`src/verilog/timer0_regs.svh`:
```
// Register offsets, bit positions and reset values of the timer block
`ifndef TIMER0_REGS_SVH
`define TIMER0_REGS_SVH

`define OFS_CNT_LO 6'h12
`define OFS_CMP_A 6'h13
`define OFS_CNT_HI 6'h14
`define OFS_CMP_B 6'h16
`define OFS_FLAGS 6'h38
`define OFS_MASK 6'h39

`define BIT_CMP_A 4
`define BIT_CMP_B 3
`define BIT_OVF 1
`define BIT_CAP 0

`define RST_BYTE 8'h00
`define RST_EV 4'h0
`define MAX_8 8'hFF
`define MAX_16 16'hFFFF

`endif

```
`src/verilog/timer0_pkg.sv`:
```
// Types shared by the timer block
package timer0_pkg;
    // Event index inside the four-bit flag and mask vectors
    typedef enum logic [1:0] {
        EV_CAP = 2'h0,
        EV_OVF = 2'h1,
        EV_CMP_B = 2'h2,
        EV_CMP_A = 2'h3
    } event_t;

    typedef struct packed {
        logic [7:0] cnt_lo;
        logic [7:0] cnt_hi;
        logic [7:0] cmp_a;
        logic [7:0] cmp_b;
        logic [7:0] temp;
        logic [7:0] rdata;
        logic [3:0] mask;
        logic [3:0] flags;
        logic block;
    } timer_state_t;
endpackage

```
`src/verilog/timer0_count_compare_flags.sv`:
```
// Timer/counter with compare, shared high-byte buffer and event flags
`timescale 1ns/1ps
`include "timer0_regs.svh"

module timer0_count_compare_flags
    import timer0_pkg::*;
#(
    parameter int ADDR_W = 6
) (
    // Clock and reset
    input wire logic clock,
    input wire logic rst_b,
    // CPU register port
    input wire logic [ADDR_W-1:0] addr,
    input wire logic wr_en,
    input wire logic rd_en,
    input wire logic [7:0] wdata,
    output logic [7:0] rdata,
    // Control from the rest of the timer
    input wire logic timer_tick,
    input wire logic width_select,
    input wire logic capture_mode,
    input wire logic capture_is_top,
    input wire logic capture_event,
    // Interrupt controller
    input wire logic global_irq_enable,
    input wire logic [3:0] vector_ack,
    output logic [3:0] irq_request,
    // Status for the output stage
    output logic [3:0] event_set
);

    timer_state_t s_reg;
    timer_state_t s_next;

    logic wr_lo;
    logic wr_hi;
    logic wr_a;
    logic wr_b;
    logic wr_flags;
    logic wr_mask;
    logic rd_lo;
    logic [15:0] count16;
    logic [15:0] compare16;
    logic match_a;
    logic match_b;
    logic at_max;
    logic top_hit;
    logic cap_reg;
    logic cap_take;
    logic [3:0] set_ev;
    logic [3:0] clr_ev;

    // Place the four events at their byte positions
    function automatic logic [7:0] to_byte(input logic [3:0] ev);
        logic [7:0] b;
        b = `RST_BYTE;
        b[`BIT_CMP_A] = ev[EV_CMP_A];
        b[`BIT_CMP_B] = ev[EV_CMP_B];
        b[`BIT_OVF] = ev[EV_OVF];
        b[`BIT_CAP] = ev[EV_CAP];
        return b;
    endfunction

    function automatic logic [3:0] from_byte(input logic [7:0] b);
        logic [3:0] ev;
        ev = `RST_EV;
        ev[EV_CMP_A] = b[`BIT_CMP_A];
        ev[EV_CMP_B] = b[`BIT_CMP_B];
        ev[EV_OVF] = b[`BIT_OVF];
        ev[EV_CAP] = b[`BIT_CAP];
        return ev;
    endfunction

    function automatic logic hit(input logic en, input logic [ADDR_W-1:0] a,
                                 input logic [5:0] ofs);
        return en && (a == ADDR_W'(ofs));
    endfunction

    assign wr_lo = hit(wr_en, addr, `OFS_CNT_LO);
    assign wr_hi = hit(wr_en, addr, `OFS_CNT_HI);
    assign wr_a = hit(wr_en, addr, `OFS_CMP_A);
    assign wr_b = hit(wr_en, addr, `OFS_CMP_B);
    assign wr_flags = hit(wr_en, addr, `OFS_FLAGS);
    assign wr_mask = hit(wr_en, addr, `OFS_MASK);
    assign rd_lo = hit(rd_en, addr, `OFS_CNT_LO);

    assign count16 = {s_reg.cnt_hi, s_reg.cnt_lo};
    assign compare16 = {s_reg.cmp_b, s_reg.cmp_a};

    // Wide mode joins both compare bytes; B then has no match of its own
    assign match_a = width_select ? (count16 == compare16)
                                  : (s_reg.cnt_lo == s_reg.cmp_a);
    assign match_b = !width_select
                     && (s_reg.cnt_lo == s_reg.cmp_b);
    assign at_max = width_select ? (count16 == `MAX_16)
                                 : (s_reg.cnt_lo == `MAX_8);
    assign top_hit = capture_is_top && match_a;
    // Compare A sets no flag of its own in either capture use; it captures the count only in capture_mode with capture_is_top low
    assign cap_reg = capture_mode || capture_is_top;
    assign cap_take = capture_mode && !capture_is_top && capture_event;

    always_comb begin
        set_ev = `RST_EV;
        set_ev[EV_CMP_A] = timer_tick && !s_reg.block && match_a
                           && !cap_reg;
        set_ev[EV_CMP_B] = timer_tick && !s_reg.block
                           && match_b;
        set_ev[EV_OVF] = timer_tick && at_max;
        set_ev[EV_CAP] = cap_take || (timer_tick && top_hit);
    end

    // Write one or vector execution clears; a coincident set still wins
    assign clr_ev = vector_ack
                    | (wr_flags ? from_byte(wdata) : `RST_EV);

    always_comb begin
        s_next = s_reg;
        s_next.flags = (s_reg.flags & ~clr_ev) | set_ev;
        if (timer_tick) begin
            s_next.block = 1'b0;
            if (top_hit) begin
                s_next.cnt_lo = `RST_BYTE;
                if (width_select) begin
                    s_next.cnt_hi = `RST_BYTE;
                end
            end else if (width_select) begin
                {s_next.cnt_hi, s_next.cnt_lo} = count16 + 16'h0001;
            end else begin
                s_next.cnt_lo = s_reg.cnt_lo + 8'h01;
            end
        end
        if (cap_take) begin
            s_next.cmp_a = s_reg.cnt_lo;
            if (width_select) begin
                s_next.cmp_b = s_reg.cnt_hi;
            end
        end
        // Reads: in wide mode a low byte parks its high byte in the shared buffer
        if (rd_en) begin
            case (addr)
                ADDR_W'(`OFS_CNT_LO): begin
                    s_next.rdata = s_reg.cnt_lo;
                    if (width_select) begin
                        s_next.temp = s_reg.cnt_hi;
                    end
                end
                ADDR_W'(`OFS_CNT_HI): begin
                    s_next.rdata = width_select ? s_reg.temp : s_reg.cnt_hi;
                end
                ADDR_W'(`OFS_CMP_A): begin
                    s_next.rdata = s_reg.cmp_a;
                    if (width_select) begin
                        s_next.temp = s_reg.cmp_b;
                    end
                end
                ADDR_W'(`OFS_CMP_B): begin
                    s_next.rdata = width_select ? s_reg.temp : s_reg.cmp_b;
                end
                ADDR_W'(`OFS_FLAGS): begin
                    s_next.rdata = to_byte(s_reg.flags);
                end
                ADDR_W'(`OFS_MASK): begin
                    s_next.rdata = to_byte(s_reg.mask);
                end
                default: begin
                    s_next.rdata = `RST_BYTE;
                end
            endcase
        end
        // CPU writes override counting in the same cycle
        if (wr_lo) begin
            s_next.cnt_lo = wdata;
            s_next.block = 1'b1;
            if (width_select) begin
                s_next.cnt_hi = s_reg.temp;
            end
        end
        if (wr_hi) begin
            if (width_select) begin
                s_next.temp = wdata;
            end else begin
                s_next.cnt_hi = wdata;
            end
        end
        if (wr_a) begin
            s_next.cmp_a = wdata;
            if (width_select) begin
                s_next.cmp_b = s_reg.temp;
            end
        end
        if (wr_b) begin
            if (width_select) begin
                s_next.temp = wdata;
            end else begin
                s_next.cmp_b = wdata;
            end
        end
        if (wr_mask) begin
            s_next.mask = from_byte(wdata);
        end
    end

    always_ff @(posedge clock or negedge rst_b) begin
        if (!rst_b) begin
            s_reg <= '0;
        end else begin
            s_reg <= s_next;
        end
    end

    assign rdata = s_reg.rdata;
    assign event_set = set_ev;
    // Core takes a vector only while enabled, masked in and flagged
    assign irq_request = s_reg.mask & s_reg.flags
                         & {4{global_irq_enable}};
endmodule // timer0_count_compare_flags

```
`config.mk`:
```
export PLATFORM = sky130hd
export DESIGN_NAME = timer0_count_compare_flags
export DESIGN_NICKNAME = d
export VERILOG_FILES = /design/src/verilog/timer0_pkg.sv /design/src/verilog/timer0_count_compare_flags.sv
export VERILOG_INCLUDE_DIRS = /design/src /design/src/verilog
export SDC_FILE = /design/constraint.sdc
export NUM_CORES = 1
export LEC_CHECK = 0
export BUFFER_PORTS_ARGS = -buffer_cell sky130_fd_sc_hd__buf_4
export CAP_MARGIN = 20
export CORE_ASPECT_RATIO = 1.4
export CORE_MARGIN = 2
export CORE_UTILIZATION = 54
export DETAILED_ROUTE_END_ITERATION = 10
export PLACE_DENSITY = 0.83
export SKIP_LAST_GASP = 1
export SYNTH_ARGS = -nofsm -noshare
export SYNTH_HDL_FRONTEND = slang
export SYNTH_SLANG_ARGS = --single-unit
export TNS_END_PERCENT = 10
```
`constraint.sdc`:
```
create_clock -name clock -period 1.8 [get_ports clock]
set_clock_uncertainty 0.15 [all_clocks]
set_input_delay 0.09 -clock clock [delete_from_list [all_inputs] [get_ports clock]]
set_output_delay 0.09 -clock clock [all_outputs]
set_load 0.02 [all_outputs]
```
==> impl_metrics.json, run 1 <==
{
  "drcViolationCount": 0,
  "cpMostUsedCell": "buf_4",
  "cts-buffers-inserted": 9,
  "synthDistinctLibCells": 64,
  "drt-initial-drc-count": 673,
  "syn_avg_cell_area_um2": 8.77,
  "vias": 4520,
  "maxSlewHeadroom": 0.498,
  "die_area_um2": 8520,
  "multi_input_area_um2": 2580,
  "placed_cell_area_um2": 5110,
  "cts_max_level": 3,
  "status": "finished with violations",
  "cp-end-kind": "output port",
  "clock_sinks": 57,
  "die_width_um": 78.6,
  "drtAntennaViolNets": 0,
  "root_buffer": "clkbuf_8",
  "layout.area.seq_um2": 1430,
  "wl_per_cell_um": 20.8,
  "dp_hpwl_um": 9970,
  "dr.pass1.iters": 9,
  "cp_top_family": "simple AND/OR/NAND/NOR gates",
  "grt_pass1_vias": 4346,
  "yosys_register_bits": 57,
  "rsz0062_at_grt": "yes",
  "io_pins": 44,
  "core-area_um2": 7650,
  "io_buffers": 43,
  "arrival_ns": 2.12,
  "cp.depth": 7,
  "path_cells": "buf_4 -> xor2_1 -> nor4_2 -> buf_4 -> nand4_1 -> nor4_4 -> buf_4",
  "max_freq_mhz": 424,
  "synth_top_area_frac": 0.339,
  "nFillCells": 512,
  "fp-row-count": 38,
  "cts_tree": "built",
  "cp_max_fo": 4,
  "yosysWarnings": 0,
  "crit_required_ns": 1.56,
  "ir_drop_mv": 0.962,
  "layout-drive-gt1-share": 0.328,
  "globalplace.congestion": 0.998,
  "yosysSeqAreaShare": 0.339,
  "whs_ns": 0.0203,
  "maxCapViolCount": 0,
  "vias_per_cell": 6.36,
  "yosysTopAreaCell": "dfrtp_1",
  "setup_viol": 24,
  "post-route-util": 0.738,
  "syn_inst": 480,
  "hp-class": "in -> reg",
  "async_reset_ff_frac": 1.00,
  "max_stage_delay_ns": 0.39,
  "drv_slew": 0,
  "initial_core_util": 0.550,
  "worst_setup_path_start_kind": "flip-flop",
  "routed_wl_um": 14800,
  "hold_violations": 0,
  "violations": "negative setup slack",
  "power_density_nw_per_um2": 1020,
  "post-route-min-period_ns": 2.36,
  "power.leakage_nw": 2.65,
  "synth_nets": 509,
  "critical-path-slowest-cell": "dfrtp_1",
  "cts_max_path_buffers": 2,
  "synth_area_um2": 4210,
  "synth-edff-count": 0,
  "post-route-period-util": 1.31,
  "grt_util_all_layers": 0.352,
  "worst_pin_slew_ns": 0.748,
  "grt-ovfl-total": 0,
  "syn_to_final_growth_pct": 34.3,
  "design_area_um2": 5650,
  "min_path_cells": 3,
  "worst-path-buf-inv": 3,
  "grt_pass1_wl_um": 22600,
  "finalWorstSetupSlack_ns": -0.559,
  "yosys-top-cells-area": "dfrtp_1, mux2i_1, a21oi_1, nor2_1, nand2_1",
  "clkSlewWorstSetupHoldPaths_ns": 0.06,
  "antenna_found_initial": 1,
  "die_h_um": 108,
  "ff2ff_path_depth": 9,
  "clk_latency_ns": 0.36,
  "synthFlopType": "dfrtp_1",
  "path_class": "reg -> out",
  "nets": 635,
  "post-place-ws_ns": -0.317,
  "grt_max_degree": 58,
  "largest_reg_flops": 17
}
-- where the power goes --
group / switching (mW) / internal [mW]
clock network: 0.531 / 0.597
registers: 0.307 / 1.59
logic: 1.36 / 1.40
-- layout make-up --
cell class,instances,share of cell area
multi-input cells,360,0.457
flip-flops and latches,57,0.253
repair buffers,158,0.222
clock buffers,12,0.0292
well taps,100,0.0221
inverters,20,0.0133
clock inverters,3,0.00266
diodes,1,0.000443
-- path summary, 6_finish.rpt --
path	slack [ns]	startpoint	endpoint
setup reg to reg	-0.43	compare16[15]	count16[13]
setup / recovery	-0.56	compare16[13]	event_set[2]
max in group asynchronous	0.74	rst_b	count16[0]
hold / removal	0.02	timer_tick	count16[1]
min in group asynchronous	0.22	rst_b	rdata[5]
hold reg to reg	0.36	s_reg[0]	s_reg[0]
-- timing repair --
| item | 4_1_cts | 5_1_grt |
|---|---|---|
| pin swaps | 5 | 6 |
| gates resized for setup | 4 | 22 |
| setup buffers | 4 | 10 |
| hold buffers | 15 | 0 |
| setup endpoints to repair | 23 | 24 |
| hold endpoints to repair | 113 | 0 |
-- cells by family after synthesis --
kind of cell / Yosys count / synth area share
AO/OA/AOI/OAI: 137 / 0.223
XOR/XNOR: 30 / 0.0624
adder cells (fa/ha/maj): 1 / 0.00297
buffers and inverters: 63 / 0.0773
flip-flops: 57 / 0.339
multiplexers: 42 / 0.104
AND/OR/NAND/NOR: 150 / 0.191
-- synthesized netlist by cell type, types with 12 or more instances --
| cell | instances |
|---|---|
| buf_2 | 14 |
| o21ai_1 | 12 |
| nand2_1 | 40 |
| o21ai_0 | 14 |
| xnor2_1 | 15 |
| a21oi_1 | 31 |
| nand3_1 | 14 |
| a22oi_1 | 14 |
| nor2_1 | 41 |
| mux2i_1 | 29 |
| inv_1 | 20 |
| buf_4 | 13 |
| xor2_1 | 15 |
| dfrtp_1 | 57 |
-- metrics by stage --
| step | std cells | power [mW] | TNS [ns] |
|---|---|---|---|
| after CTS | 703 | 5.52 | -6.27 |
| final | 711 | 5.79 | -7.21 |
| after global placement | 669 | 4.23 | -2.69 |
| after floorplan | 480 | 3.30 | -1.42 |
| after detailed placement | 669 | 4.32 | -4.68 |
| after global routing | 711 | 6.06 | -8.88 |
-- placed cells by master (no fill, tap or decap), drive strengths merged, types with 14 or more instances in the layout --
| cell type | count |
|---|---|
| a21oi | 33 |
| xor2 | 15 |
| a22oi | 14 |
| dlygate4sd3 | 15 |
| dfrtp | 57 |
| nand3 | 15 |
| o21ai | 26 |
| xnor2 | 15 |
| mux2i | 29 |
| nor2 | 44 |
| nand2 | 41 |
| inv | 20 |
| buf | 143 |
-- metal layers --
metal  share of wire  global-route usage  vias to the layer above
met5               0                   0                        -
met4           0.074               0.242                        0
met3           0.091              0.0601                       90
met2            0.49               0.572                      317
met1            0.34               0.422                     2125
li1                -                   -                     1988
-- worst register-to-register path: cells and delay by family (launching register included) --
kind | cells | cell delay [ns]
flops | 1 | 0.39
xor+xnor | 1 | 0.18
compound gates | 2 | 0.29
simple gates | 3 | 0.69
buf+inv | 3 | 0.45
(Power assumes the default switching activity.)
==> run 2: changes to the inputs <==
ABC_CLOCK_PERIOD_IN_PS = 1800   (was default)
RECOVER_POWER = 25   (was default)
==> impl_metrics.json, run 2 (synthesized netlist as in run 1, its figures left out) <==
{
  "max_freq_mhz": 425,
  "seqPwrFrac": 0.328,
  "cts_tree": "built",
  "grt_pass1_vias": 4346,
  "grt_max_degree": 58,
  "layout.area.seq_um2": 1430,
  "min_from": "timer_tick",
  "drt-initial-drc-count": 700,
  "grt-ovfl-total": 0,
  "violations": "negative setup slack",
  "cts_max_path_buffers": 2,
  "hold_violations": 0,
  "status": "finished with violations",
  "drv_slew": 0,
  "maxCapViolCount": 0,
  "switching_share": 0.380,
  "die_width_um": 78.6,
  "cts-buffers-inserted": 9,
  "ir_drop_mv": 0.959,
  "multi_input_area_um2": 2580,
  "critical-path-slowest-cell": "dfrtp_1",
  "rr_endpoint": "count16[13]",
  "clk_latency_ns": 0.35,
  "cp_top_family": "simple AND/OR/NAND/NOR gates",
  "grt_util_all_layers": 0.352,
  "rsz0062_at_grt": "yes",
  "io_pins": 44,
  "dp_hpwl_um": 9970,
  "design_area_um2": 5630,
  "wl_per_cell_um": 21.0,
  "combPwrFrac": 0.478,
  "cts_max_level": 3,
  "core-area_um2": 7650,
  "power.leakage_nw": 2.63,
  "min_path_cells": 3,
  "p_int_mw": 3.58,
  "crit_required_ns": 1.56,
  "post-place-ws_ns": -0.317,
  "syn_to_final_growth_pct": 33.9,
  "worst_pin_slew_ns": 0.944,
  "layout-drive-gt1-share": 0.320,
  "r2r-start": "compare16[15]",
  "path_cells": "buf_4 -> xor2_1 -> nor4_2 -> buf_4 -> nand4_1 -> nor4_4 -> buf_4",
  "root_buffer": "clkbuf_8",
  "maxSlewHeadroom": 0.370,
  "cp-end-kind": "output port",
  "path_class": "reg -> out",
  "layout_common_cells": "buf_4, dfrtp_1, nor2_1",
  "clockPowerShare": 0.194,
  "routed_wl_um": 14900,
  "fp-row-count": 38,
  "p_sw_mw": 2.20,
  "die_area_um2": 8520,
  "grt_pass1_wl_um": 22600,
  "arrival_ns": 2.11,
  "globalplace.congestion": 0.998,
  "worst-path-buf-inv": 3,
  "cpMostUsedCell": "buf_4",
  "clock_sinks": 57,
  "ff2ff_path_depth": 9,
  "initial_core_util": 0.550,
  "post-route-period-util": 1.31,
  "clkSlewWorstSetupHoldPaths_ns": 0.06,
  "dr.pass1.iters": 5,
  "power_density_nw_per_um2": 1030,
  "r2r_setup_slack_ns": -0.44,
  "worst_setup_path_start_kind": "flip-flop",
  "drcViolationCount": 0,
  "vias": 4577,
  "post-route-min-period_ns": 2.35,
  "post-route-util": 0.736,
  "max_stage_delay_ns": 0.39,
  "cp.depth": 7,
  "vias_per_cell": 6.44,
  "setup_viol": 32,
  "placed_cell_area_um2": 5110,
  "whs_endpoint": "count16[1]",
  "nFillCells": 519,
  "hp-class": "in -> reg",
  "nets": 635,
  "die_h_um": 108,
  "largest_reg_flops": 17,
  "cp_max_fo": 4,
  "drtAntennaViolNets": 0,
  "final_common_cell": "buf_4",
  "antenna_found_initial": 1,
  "finalWorstSetupSlack_ns": -0.553,
  "io_buffers": 43
}
run 2: changes by cell type in the layout (fill, tap and decap cells not counted):
cell,previous run,this run
buf_4,134,128
clkbuf_1,0,5
clkbuf_4,0,1
run 2: area by class of cell:
class	count	share of cell area
timing repair buffer	158	0.220
inverter	20	0.0133
multi-input combinational	360	0.458
sequential	57	0.254
tap	100	0.0222
clock inverter	3	0.00267
antenna	1	0.000444
clock buffer	12	0.0293
run 2: worst min-delay path, stage by stage:
cell and delay (ns):
buf_4 0.19, o221ai_2 0.11, o21a_1 0.10
run 2: stage by stage:
step	hold slack (ns)	instances	total power, mW	setup TNS (ns)
finish	0.0282	711	5.78	-7.92
global route	0.0308	711	6.06	-10.03
CTS	0.000662	703	5.52	-6.27
detailed placement	0.0523	669	4.32	-4.68
global placement	0.0419	669	4.23	-2.69
floorplan	-0.356	480	3.30	-1.42
run 2: worst max path at each step:
stage,from,endpoint
2_1_floorplan,count16[3],count16[5]
3_3_place_gp,count16[0],count16[12]
3_5_place_dp,compare16[4],count16[5]
4_1_cts,compare16[15],event_set[2]
5_1_grt,compare16[13],event_set[2]
6_report,compare16[13],event_set[2]
run 2: metal layers:
metal	wire, um	up-vias	track usage
met4	1170	0	0.242
met1	5210	2162	0.422
li1	-	1988	-
met3	1280	105	0.0601
met2	7250	322	0.572
met5	0	-	0
run 2: what timing repair did:
item / in CTS / in global routing
setup buffers: 4 / 10
endpoints found under the setup margin: 23 / 24
hold buffers: 15 / 0
hold endpoints to repair: 113 / 0
gates resized for setup: 4 / 22
pin swaps: 5 / 6
run 2: power by group through the flow:
stage / clock network, mW / registers, mW / logic (mW)
after floorplan: 0 / 1.84 / 1.47
final: 1.12 / 1.90 / 2.76
after detailed placement: 0 / 1.90 / 2.41
after global placement: 0 / 1.89 / 2.35
after global routing: 1.20 / 1.93 / 2.94
after CTS: 1.14 / 1.88 / 2.50
